<file path="config.mk">
export PLATFORM = sky130hd
export DESIGN_NAME = sps_core
export DESIGN_NICKNAME = d
export VERILOG_FILES = /design/src/hw/sps_pkg.sv /design/src/hw/sps_pins_if.sv /design/src/hw/sps_pin_sync.sv /design/src/hw/sps_core.sv
export VERILOG_INCLUDE_DIRS = /design/src /design/src/hw
export SDC_FILE = /design/constraint.sdc
export NUM_CORES = 1
export LEC_CHECK = 0
export BUFFER_PORTS_ARGS = -buffer_cell sky130_fd_sc_hd__buf_2
export CAP_MARGIN = 30
export CORE_MARGIN = 1.5
export CORE_UTILIZATION = 45
export DETAILED_ROUTE_END_ITERATION = 12
export PLACE_DENSITY = 0.67
export SETUP_SLACK_MARGIN = 0.5
export SYNTH_ARGS = -nofsm -noshare
export SYNTH_HDL_FRONTEND = slang
export SYNTH_HIERARCHICAL = 1
export SYNTH_SLANG_ARGS = --single-unit
</file>
<file path="constraint.sdc">
create_clock -name clk_sys_i -period 2.1 [get_ports clk_sys_i]
set_input_delay 0.21 -clock clk_sys_i [delete_from_list [all_inputs] [get_ports clk_sys_i]]
set_output_delay 0.21 -clock clk_sys_i [all_outputs]
set_load 0.02 [all_outputs]
</file>
<file path="src/hw/sps_defines.svh">
/*
 * Constants of the serial port: register addresses, bit positions,
 * reset values and bit-rate divider counts.
 * Assumes that it is included by bare name wherever these are used.
 */
`ifndef SPS_DEFINES_SVH
`define SPS_DEFINES_SVH

`define SPS_ADDR_CTRL 8'hf8
`define SPS_ADDR_DATA 8'hf7
`define SPS_CTRL_RESET 8'h04
`define SPS_DATA_RESET 8'h00

`define SPS_B_DONE 7
`define SPS_B_WRITE_COLLISION_FLAG 6
`define SPS_B_EN 5
`define SPS_B_MS 4
`define SPS_B_CLOCK_IDLE_POLARITY 3
`define SPS_B_CLOCK_PHASE_SELECT 2
`define SPS_B_RSH 1
`define SPS_B_RSL 0

`define SPS_LAST_BIT 3'h7
`define SPS_LAST_TOGGLE 5'h0f

// The MISO synchroniser delays a sample by four cycles, so a master half
// period under five cycles would read the previous bit; eight is fastest.
`define SPS_HALF_RATE0 7'h08
`define SPS_HALF_RATE1 7'h10
`define SPS_HALF_RATE2 7'h20
`define SPS_HALF_RATE3 7'h40

`endif

</file>
<file path="src/hw/sps_pkg.sv">
/*
 * Types shared by the serial port modules.
 * Assumes nothing beyond a SystemVerilog compiler.
 */
package sps_pkg;
    typedef enum logic {
        SPS_IDLE,
        SPS_RUN
    } sps_state_e;
    typedef logic [7:0] sps_byte_t;
endpackage

</file>
<file path="src/hw/sps_pins_if.sv">
/*
 * Synchronised pin levels and serial clock edges passed from the pin
 * synchroniser to the port core.
 * Assumes both ends run on the system clock.
 */
`timescale 1ns/10ps
interface sps_pins_if;
    logic sclk;
    logic mosi;
    logic miso;
    logic ss_n;
    logic sclk_rise;
    logic sclk_fall;
    modport prod (output sclk, mosi, miso, ss_n, sclk_rise, sclk_fall);
    modport cons (input sclk, mosi, miso, ss_n, sclk_rise, sclk_fall);
endinterface

</file>
<file path="src/hw/sps_pin_sync.sv">
/*
 * Three-stage synchroniser for the four port pins, with a stable level
 * that changes once stages two and three agree, and serial clock edges.
 * Assumes the pins are asynchronous to clk_sys_i.
 */
`timescale 1ns/10ps
module sps_pin_sync (
    // Clock and reset
    input wire logic clk_sys_i,
    input wire logic rst_n_i,
    // Raw pin levels: sclk, mosi, miso, ss_n
    input wire logic [3:0] pins_i,
    // Synchronised view
    sps_pins_if.prod sync
);
    logic [3:0] s1_q;
    logic [3:0] s2_q;
    logic [3:0] s3_q;
    logic [3:0] stab_q;
    logic rise_q;
    logic fall_q;

    always_ff @(posedge clk_sys_i or negedge rst_n_i) begin
        if (!rst_n_i) begin
            s1_q <= 4'h9;
            s2_q <= 4'h9;
            s3_q <= 4'h9;
        end else begin
            s1_q <= pins_i;
            s2_q <= s1_q;
            s3_q <= s2_q;
        end
    end

    // A level only moves once the last two stages agree, which filters a
    // single metastable sample without adding a fourth stage.
    always_ff @(posedge clk_sys_i or negedge rst_n_i) begin
        if (!rst_n_i) begin
            stab_q <= 4'h9;
            rise_q <= 1'b0;
            fall_q <= 1'b0;
        end else begin
            for (int i = 0; i < 4; i++) begin
                if (s2_q[i] == s3_q[i]) begin
                    stab_q[i] <= s3_q[i];
                end
            end
            rise_q <= (s2_q[0] == s3_q[0]) && s3_q[0] && !stab_q[0];
            fall_q <= (s2_q[0] == s3_q[0]) && !s3_q[0] && stab_q[0];
        end
    end

    assign sync.sclk = stab_q[0];
    assign sync.mosi = stab_q[1];
    assign sync.miso = stab_q[2];
    assign sync.ss_n = stab_q[3];
    assign sync.sclk_rise = rise_q;
    assign sync.sclk_fall = fall_q;
endmodule

</file>
<file path="src/hw/sps_core.sv">
/*
 * Byte-wide serial port, master or slave, with its control and data
 * registers on the core's special-function-register port.
 * Assumes single-cycle register strobes on clk_sys_i and an outside
 * pad mux that hands the pins to the two-wire unit when disabled.
 */
`timescale 1ns/10ps
`include "sps_defines.svh"

module sps_core (
    // Clock and reset
    input wire logic clk_sys_i,
    input wire logic rst_n_i,
    // Register port
    input wire logic [7:0] sfr_addr_i,
    input wire logic sfr_wr_i,
    input wire logic sfr_rd_i,
    input wire logic [7:0] sfr_wdata_i,
    output logic [7:0] sfr_rdata_o,
    // Serial pins
    input wire logic sclk_i,
    output logic sclk_o,
    output logic sclk_oe_o,
    input wire logic mosi_i,
    output logic mosi_o,
    output logic mosi_oe_o,
    input wire logic miso_i,
    output logic miso_o,
    output logic miso_oe_o,
    input wire logic ss_n_i,
    // Pin ownership towards the two-wire unit
    output logic port_enable_o
);
    logic [1:0] rst_q;
    logic rst_n;
    sps_pins_if pins ();
    logic done_q, write_collision_flag_q, en_q, ms_q, clock_idle_polarity_q, clock_phase_select_q, rsh_q, rsl_q;
    sps_pkg::sps_byte_t sh_q, rx_q, rdata_q;
    logic in_q, out_q, sclk_q, phase_q;
    logic sclk_oe_q, mosi_oe_q, miso_oe_q;
    logic [2:0] cnt_q;
    logic [6:0] div_q, half;
    logic [4:0] tog_q;
    sps_pkg::sps_state_e state_q;
    logic wr_ctl, wr_dat, rd_ctl, rd_dat, busy, abort, slave_on;
    logic lead, trail, done_ev, tick, rx_bit, launch;

    function automatic logic [6:0] half_count(input logic [1:0] sel);
        case (sel)
            2'h0: half_count = `SPS_HALF_RATE0;
            2'h1: half_count = `SPS_HALF_RATE1;
            2'h2: half_count = `SPS_HALF_RATE2;
            default: half_count = `SPS_HALF_RATE3;
        endcase
    endfunction

    always_ff @(posedge clk_sys_i or negedge rst_n_i) begin
        if (!rst_n_i) begin
            rst_q <= 2'h0;
        end else begin
            rst_q <= {rst_q[0], 1'b1};
        end
    end
    assign rst_n = rst_q[1];

    sps_pin_sync u_sync (
        .clk_sys_i(clk_sys_i),
        .rst_n_i(rst_n),
        .pins_i({ss_n_i, miso_i, mosi_i, sclk_i}),
        .sync(pins.prod)
    );

    assign wr_ctl = sfr_wr_i && sfr_addr_i == `SPS_ADDR_CTRL;
    assign wr_dat = sfr_wr_i && sfr_addr_i == `SPS_ADDR_DATA;
    assign rd_ctl = sfr_rd_i && sfr_addr_i == `SPS_ADDR_CTRL;
    assign rd_dat = sfr_rd_i && sfr_addr_i == `SPS_ADDR_DATA;
    // Reconfiguring the role or enable mid-byte leaves a half-shifted
    // word, so it is thrown away rather than resumed.
    assign abort = wr_ctl && (sfr_wdata_i[`SPS_B_EN] != en_q ||
                              sfr_wdata_i[`SPS_B_MS] != ms_q);
    assign slave_on = en_q && !ms_q && !pins.ss_n;
    assign busy = ms_q ? state_q == sps_pkg::SPS_RUN : cnt_q != 3'h0;
    assign launch = wr_dat && !busy && en_q && ms_q;
    assign half = half_count({rsh_q, rsl_q});
    assign tick = state_q == sps_pkg::SPS_RUN && div_q == half - 7'h01;
    assign rx_bit = ms_q ? pins.miso : pins.mosi;

    // Leading edge leaves the idle level; trailing edge returns to it.
    always_comb begin
        if (ms_q) begin
            lead = tick && !phase_q;
            trail = tick && phase_q;
        end else begin
            lead = slave_on && (clock_idle_polarity_q ? pins.sclk_fall : pins.sclk_rise);
            trail = slave_on && (clock_idle_polarity_q ? pins.sclk_rise : pins.sclk_fall);
        end
    end
    assign done_ev = trail && cnt_q == `SPS_LAST_BIT;

    // Master clock generator.
    always_ff @(posedge clk_sys_i or negedge rst_n) begin
        if (!rst_n) begin
            state_q <= sps_pkg::SPS_IDLE;
            div_q <= 7'h00;
            sclk_q <= 1'b0;
            phase_q <= 1'b0;
            tog_q <= 5'h00;
        end else begin
            case (state_q)
                sps_pkg::SPS_IDLE: begin
                    sclk_q <= clock_idle_polarity_q;
                    div_q <= 7'h00;
                    phase_q <= 1'b0;
                    tog_q <= 5'h00;
                    if (launch && !abort) begin
                        state_q <= sps_pkg::SPS_RUN;
                    end
                end
                sps_pkg::SPS_RUN: begin
                    div_q <= tick ? 7'h00 : div_q + 7'h01;
                    if (tick) begin
                        sclk_q <= ~sclk_q;
                        phase_q <= ~phase_q;
                        tog_q <= tog_q + 5'h01;
                    end
                    if (abort || done_ev) begin
                        state_q <= sps_pkg::SPS_IDLE;
                        sclk_q <= clock_idle_polarity_q;
                    end
                end
                default: state_q <= sps_pkg::SPS_IDLE;
            endcase
        end
    end

    // Shifter: with phase one the leading edge drives and the trailing
    // edge samples; with phase zero the leading edge samples.
    always_ff @(posedge clk_sys_i or negedge rst_n) begin
        if (!rst_n) begin
            sh_q <= `SPS_DATA_RESET;
            rx_q <= `SPS_DATA_RESET;
            in_q <= 1'b0;
            out_q <= 1'b0;
            cnt_q <= 3'h0;
        end else if (abort) begin
            cnt_q <= 3'h0;
        end else if (wr_dat && !busy) begin
            sh_q <= sfr_wdata_i;
            out_q <= sfr_wdata_i[7];
            cnt_q <= 3'h0;
        end else if (lead) begin
            if (clock_phase_select_q) begin
                out_q <= sh_q[7];
            end else begin
                in_q <= rx_bit;
            end
        end else if (trail) begin
            sh_q <= {sh_q[6:0], clock_phase_select_q ? rx_bit : in_q};
            if (!clock_phase_select_q) begin
                out_q <= sh_q[6];
            end
            cnt_q <= cnt_q + 3'h1;
            if (cnt_q == `SPS_LAST_BIT) begin
                rx_q <= {sh_q[6:0], clock_phase_select_q ? rx_bit : in_q};
            end
        end else if (!ms_q && pins.ss_n) begin
            cnt_q <= 3'h0;
            out_q <= sh_q[7];
        end
    end

    // Pin direction follows role and enable.
    always_ff @(posedge clk_sys_i or negedge rst_n) begin
        if (!rst_n) begin
            sclk_oe_q <= 1'b0;
            mosi_oe_q <= 1'b0;
            miso_oe_q <= 1'b0;
        end else begin
            sclk_oe_q <= en_q && ms_q;
            mosi_oe_q <= en_q && ms_q;
            miso_oe_q <= slave_on;
        end
    end

    // Control register; a hardware set wins over a software clear.
    always_ff @(posedge clk_sys_i or negedge rst_n) begin
        if (!rst_n) begin
            {done_q, write_collision_flag_q, en_q, ms_q, clock_idle_polarity_q, clock_phase_select_q, rsh_q, rsl_q} <=
                `SPS_CTRL_RESET;
            rdata_q <= 8'h00;
        end else begin
            if (wr_ctl) begin
                {en_q, ms_q, clock_idle_polarity_q, clock_phase_select_q, rsh_q, rsl_q} <=
                    sfr_wdata_i[5:0];
            end
            if (done_ev) begin
                done_q <= 1'b1;
            end else if (wr_ctl) begin
                done_q <= sfr_wdata_i[`SPS_B_DONE];
            end else if (rd_dat) begin
                done_q <= 1'b0;
            end
            if (wr_dat && busy) begin
                write_collision_flag_q <= 1'b1;
            end else if (wr_ctl) begin
                write_collision_flag_q <= sfr_wdata_i[`SPS_B_WRITE_COLLISION_FLAG];
            end
            if (rd_ctl) begin
                rdata_q <= {done_q, write_collision_flag_q, en_q, ms_q, clock_idle_polarity_q, clock_phase_select_q, rsh_q,
                            ms_q ? rsl_q : pins.ss_n};
            end else if (rd_dat) begin
                rdata_q <= rx_q;
            end
        end
    end

    assign sfr_rdata_o = rdata_q;
    assign sclk_o = sclk_q;
    assign sclk_oe_o = sclk_oe_q;
    assign mosi_o = out_q;
    assign mosi_oe_o = mosi_oe_q;
    assign miso_o = out_q;
    assign miso_oe_o = miso_oe_q;
    assign port_enable_o = en_q;
endmodule

</file>
==> insert_results.sql <==
INSERT INTO impl_metrics (metric_group, metric, value, unit) VALUES
('placed_design', 'dp_worst_setup_slack', '-60.01', 'ps'),
('layout', 'num_antenna_cells', '0', ''),
('grt', 'largest_net_degree_at_the_start_of_global_routing', '44', ''),
('timing', 'final.setup.worst_slack', '-22.12', 'ps'),
('cts', 'clock_path_buffers', '2', ''),
('timing', 'finalSetupTns', '-135.1', 'ps'),
('layout', 'net_count_of_the_finished_layout', '360', ''),
('logic_synthesis', 'cell_variety_after_synth', '47', ''),
('timing', 'number_of_slew_limit_violations_in_the_final_report', '0', ''),
('power_and_ir_drop', 'seq_power_share', '48.1', '%'),
('logic_synthesis', 'synth-seq-cells', '69', ''),
('grt', 'grt_pass1_vias', '2116', ''),
('worst_setup_path', 'critical_path_arrival', '2330', 'ps'),
('logic_synthesis', 'mappedNetlistNets', '288', ''),
('logic_synthesis', 'post_synth_instance_area', '0.003062', 'mm2'),
('logic_synthesis', 'synthesis.yosys.warnings', '6', ''),
('power_and_ir_drop', 'static-leakage-power', '2.029', 'nW'),
('timing', 'worst-slew-pin-transition', '531.6', 'ps'),
('power_and_ir_drop', 'post-layout-total-power', '3.087', 'mW'),
('cts', 'worst_skew_late_latency', '330', 'ps'),
('hold_path', 'hold-path-cell-count', '2', ''),
('hold_path', 'worstHoldPathType', 'input port to flop', ''),
('worst_setup_path', 'cp-end-kind', 'flop', ''),
('layout', 'layoutNonFillerInstCount', '412', ''),
('hold_path', 'hold_critical_path_endpoint', 'write_collision_flag_q$_DFFE_PN0P_', ''),
('floorplan', 'die_height', '85.49', 'um'),
('timing', 'final_hold_viol_count', '0', ''),
('routing', 'vias', '2152', ''),
('worst_setup_path', 'critPathMaxFanout', '8', ''),
('power_and_ir_drop', 'power.switching_fraction', '21.16', '%'),
('floorplan', 'starting_utilization_of_the_core_area', '47.40', '%'),
('layout', 'filler_instances', '523', ''),
('worst_setup_path', 'rr_startpoint', 'div_q[0]$_DFF_PN0_', ''),
('layout', 'final_layout_size_suffix_gt1_share', '35.82', '%'),
('routing', 'route.detailed.drc', '2', ''),
('timing', 'grt_setup_unrepaired', 'yes', ''),
('grt', 'grt_pass1_wl', '9832', 'um'),
('logic_synthesis', 'synth_largest_area_cell', 'sky130_fd_sc_hd__dfrtp_1', ''),
('worst_setup_path', 'r2r_setup_slack', '-20', 'ps'),
('grt', 'grt_util_all_layers', '17.40', '%'),
('cts', 'numClockSinks', '69', ''),
('routing', 'viasPerCell', '5.223', ''),
('worst_setup_path', 'worst-r2r-cell-count', '8', ''),
('cts', 'clock_tree_root', 'sky130_fd_sc_hd__clkbuf_8', ''),
('timing', 'setup-violations-final', '9', ''),
('hold_path', 'worstHoldStart', 'sfr_wdata_i[6]', ''),
('routing', 'first_iter_violations', '101', ''),
('floorplan', 'core.rowCount', '29', ''),
('logic_synthesis', 'yosysTopAreaCellShare', '49.04', '%'),
('timing', 'max_freq', '471.2', 'MHz'),
('floorplan', 'design.core.area', '0.006459', 'mm2'),
('logic_synthesis', 'async_flop_share', '100.0', '%'),
('power_and_ir_drop', 'power.share.combinational', '8.3', '%'),
('routing', 'postRouteWirelength', '5819', 'um'),
('floorplan', 'dieWidth', '85.49', 'um'),
('placed_design', 'globalplace.congestion', '0.8151', ''),
('logic_synthesis', 'synth_edf_count', '0', ''),
('timing', 'period_minus_slack', '2122', 'ps'),
('placed_design', 'dpl_cells', '387', ''),
('placed_design', 'port_buffers', '38', ''),
('grt', 'grt_overflow_total', '0', ''),
('cts', 'clock_tree_from_tritoncts', 'built', ''),
('worst_setup_path', 'setup.worst_path.start_class', 'flop', ''),
('outcome', 'run_status', 'finished, violations left', ''),
('logic_synthesis', 'synthTopCellsByArea', 'sky130_fd_sc_hd__dfrtp_1, sky130_fd_sc_hd__dfstp_2, sky130_fd_sc_hd__mux2i_1', ''),
('floorplan', 'die_area', '0.007308', 'mm2'),
('cts', 'cts.htree.levels', '3', ''),
('power_and_ir_drop', 'p_switching', '0.6531', 'mW'),
('cts', 'clk_pin_slew_worst_paths', '70', 'ps'),
('job', 'drv.max_cap_violation_count', '0', ''),
('outcome', 'failed_checks', 'design-rule violations, negative setup slack', '');
-- per-layer routing --
metal	track usage (%)	up-vias	wire, um
met5	0	-	0
met4	7.185	0	44
met3	4.183	4	210
met2	27.27	48	2819
met1	23.32	1060	2744
li1	-	1040	-
-- layout make-up --
cell class,count,area (um2),share of cell area (%)
Timing Repair Buffer,70,462.9,12.00
Clock buffer,13,168.9,4.379
Sequential cell,69,1739,45.09
Inverter,13,48.80,1.265
Clock inverter,3,90.09,2.335
Multi-Input combinational cell,167,1251,32.44
Tap cell,77,96.34,2.498
-- synth_stat cells, drive strengths merged, types with 3 or more instances --
library cell and number:
dfrtp 60, nor2 27, a21oi 24, mux2 19, mux2i 19, inv 13
nand2 12, dfstp 9, nand3 9, buf 6, ha 6, xor2 6
and2 5, nor2b 4, o21ai 4, a211oi 3, clkbuf 3, maj3 3
xnor2 3
-- cells by family (layout without fill, tap and decap cells) --
| group | Yosys count | after routing | share of synthesized area [%] |
|---|---|---|---|
| adder cells (fa/ha/maj) | 9 | 9 | 3.555 |
| AO/OA/AOI/OAI | 43 | 43 | 8.991 |
| other | 1 | 1 | 0.1225 |
| XOR/XNOR | 9 | 9 | 2.575 |
| AND/OR/NAND/NOR | 67 | 67 | 10.42 |
| flip-flops | 69 | 69 | 56.76 |
| buffers and inverters | 22 | 99 | 3.269 |
| multiplexers | 38 | 38 | 14.30 |
-- registers in the layout, indices dropped and copies added (netlist names), 2 cells and up --
signal and cells:
u_sync/s2_q 4, u_sync/stab_q 4, u_sync/s1_q 4, sfr_rdata_o 8, u_sync/s3_q 4, rx_q 8
div_q 7, rst_q 2, cnt_q 3, sh_q 8
-- how the worst max path moves through the flow --
stage	from	end	slack, ps	depth (start not counted)
4_1_cts	div_q[1]$_DFF_PN0_	rx_q[7]$_DFFE_PN0P_	-30	8
6_report	div_q[0]$_DFF_PN0_	rx_q[7]$_DFFE_PN0P_	-20	8
2_1_floorplan	div_q[0]$_DFF_PN0_	rx_q[0]$_DFFE_PN0P_	-20	8
3_3_place_gp	div_q[5]$_DFF_PN0_	rx_q[5]$_DFFE_PN0P_	-7	7
3_5_place_dp	div_q[5]$_DFF_PN0_	rx_q[7]$_DFFE_PN0P_	-60	7
5_1_grt	rsl_q$_DFFE_PN0P_	miso_o$_DFFE_PN0P_	-130	8
-- cell usage in the layout, fill, tap and decap left out, drive strengths merged, types with 4 or more instances in the layout --
| master | netlist | layout |
|---|---|---|
| inv | 13 | 13 |
| and2 | 5 | 5 |
| nor2b | 4 | 4 |
| nand2 | 12 | 12 |
| o21ai | 4 | 4 |
| clkbuf | 3 | 13 |
| mux2i | 19 | 19 |
| mux2 | 19 | 19 |
| xor2 | 6 | 6 |
| buf | 6 | 65 |
| ha | 6 | 6 |
| nor2 | 27 | 27 |
| dfstp | 9 | 9 |
| dlygate4sd3 | 0 | 5 |
| a21oi | 24 | 24 |
| dfrtp | 60 | 60 |
| nand3 | 9 | 9 |
-- stage by stage --
step	instance area (um2)	hold slack, ps
after floorplan	3075	-85.59
after global placement	3496	-4.022
after detailed placement	3496	-1.420
after CTS	3840	120.3
after global routing	3857	131.2
final	3857	141.9
-- power groups by stage --
stage               Combinational (mW)  Sequential, mW  Clock [mW]
floorplan                        0.133            1.53           0
global placement                 0.246            1.51           0
detailed placement               0.251            1.51           0
CTS                              0.260            1.49        1.38
global route                     0.287            1.50        1.44
finish                           0.256            1.48        1.35
-- worst max-delay path, cell delays in order (launching register included) --
cell and delay [ps]:
sky130_fd_sc_hd__dfrtp_1 360, sky130_fd_sc_hd__ha_2 180, sky130_fd_sc_hd__nand2_1 50, sky130_fd_sc_hd__a211o_1 290, sky130_fd_sc_hd__a211oi_2 200, sky130_fd_sc_hd__o21ai_2 90
sky130_fd_sc_hd__or3b_1 370, sky130_fd_sc_hd__buf_6 160, sky130_fd_sc_hd__mux2_4 290
-- repair_timing --
action,4_1_cts,5_1_grt
gates resized for setup,5,2
hold buffers,5,0
buffers inserted,2,2
hold endpoints to repair,6,0
setup endpoints to repair,29,29
Power figures use the tool's default switching activity.
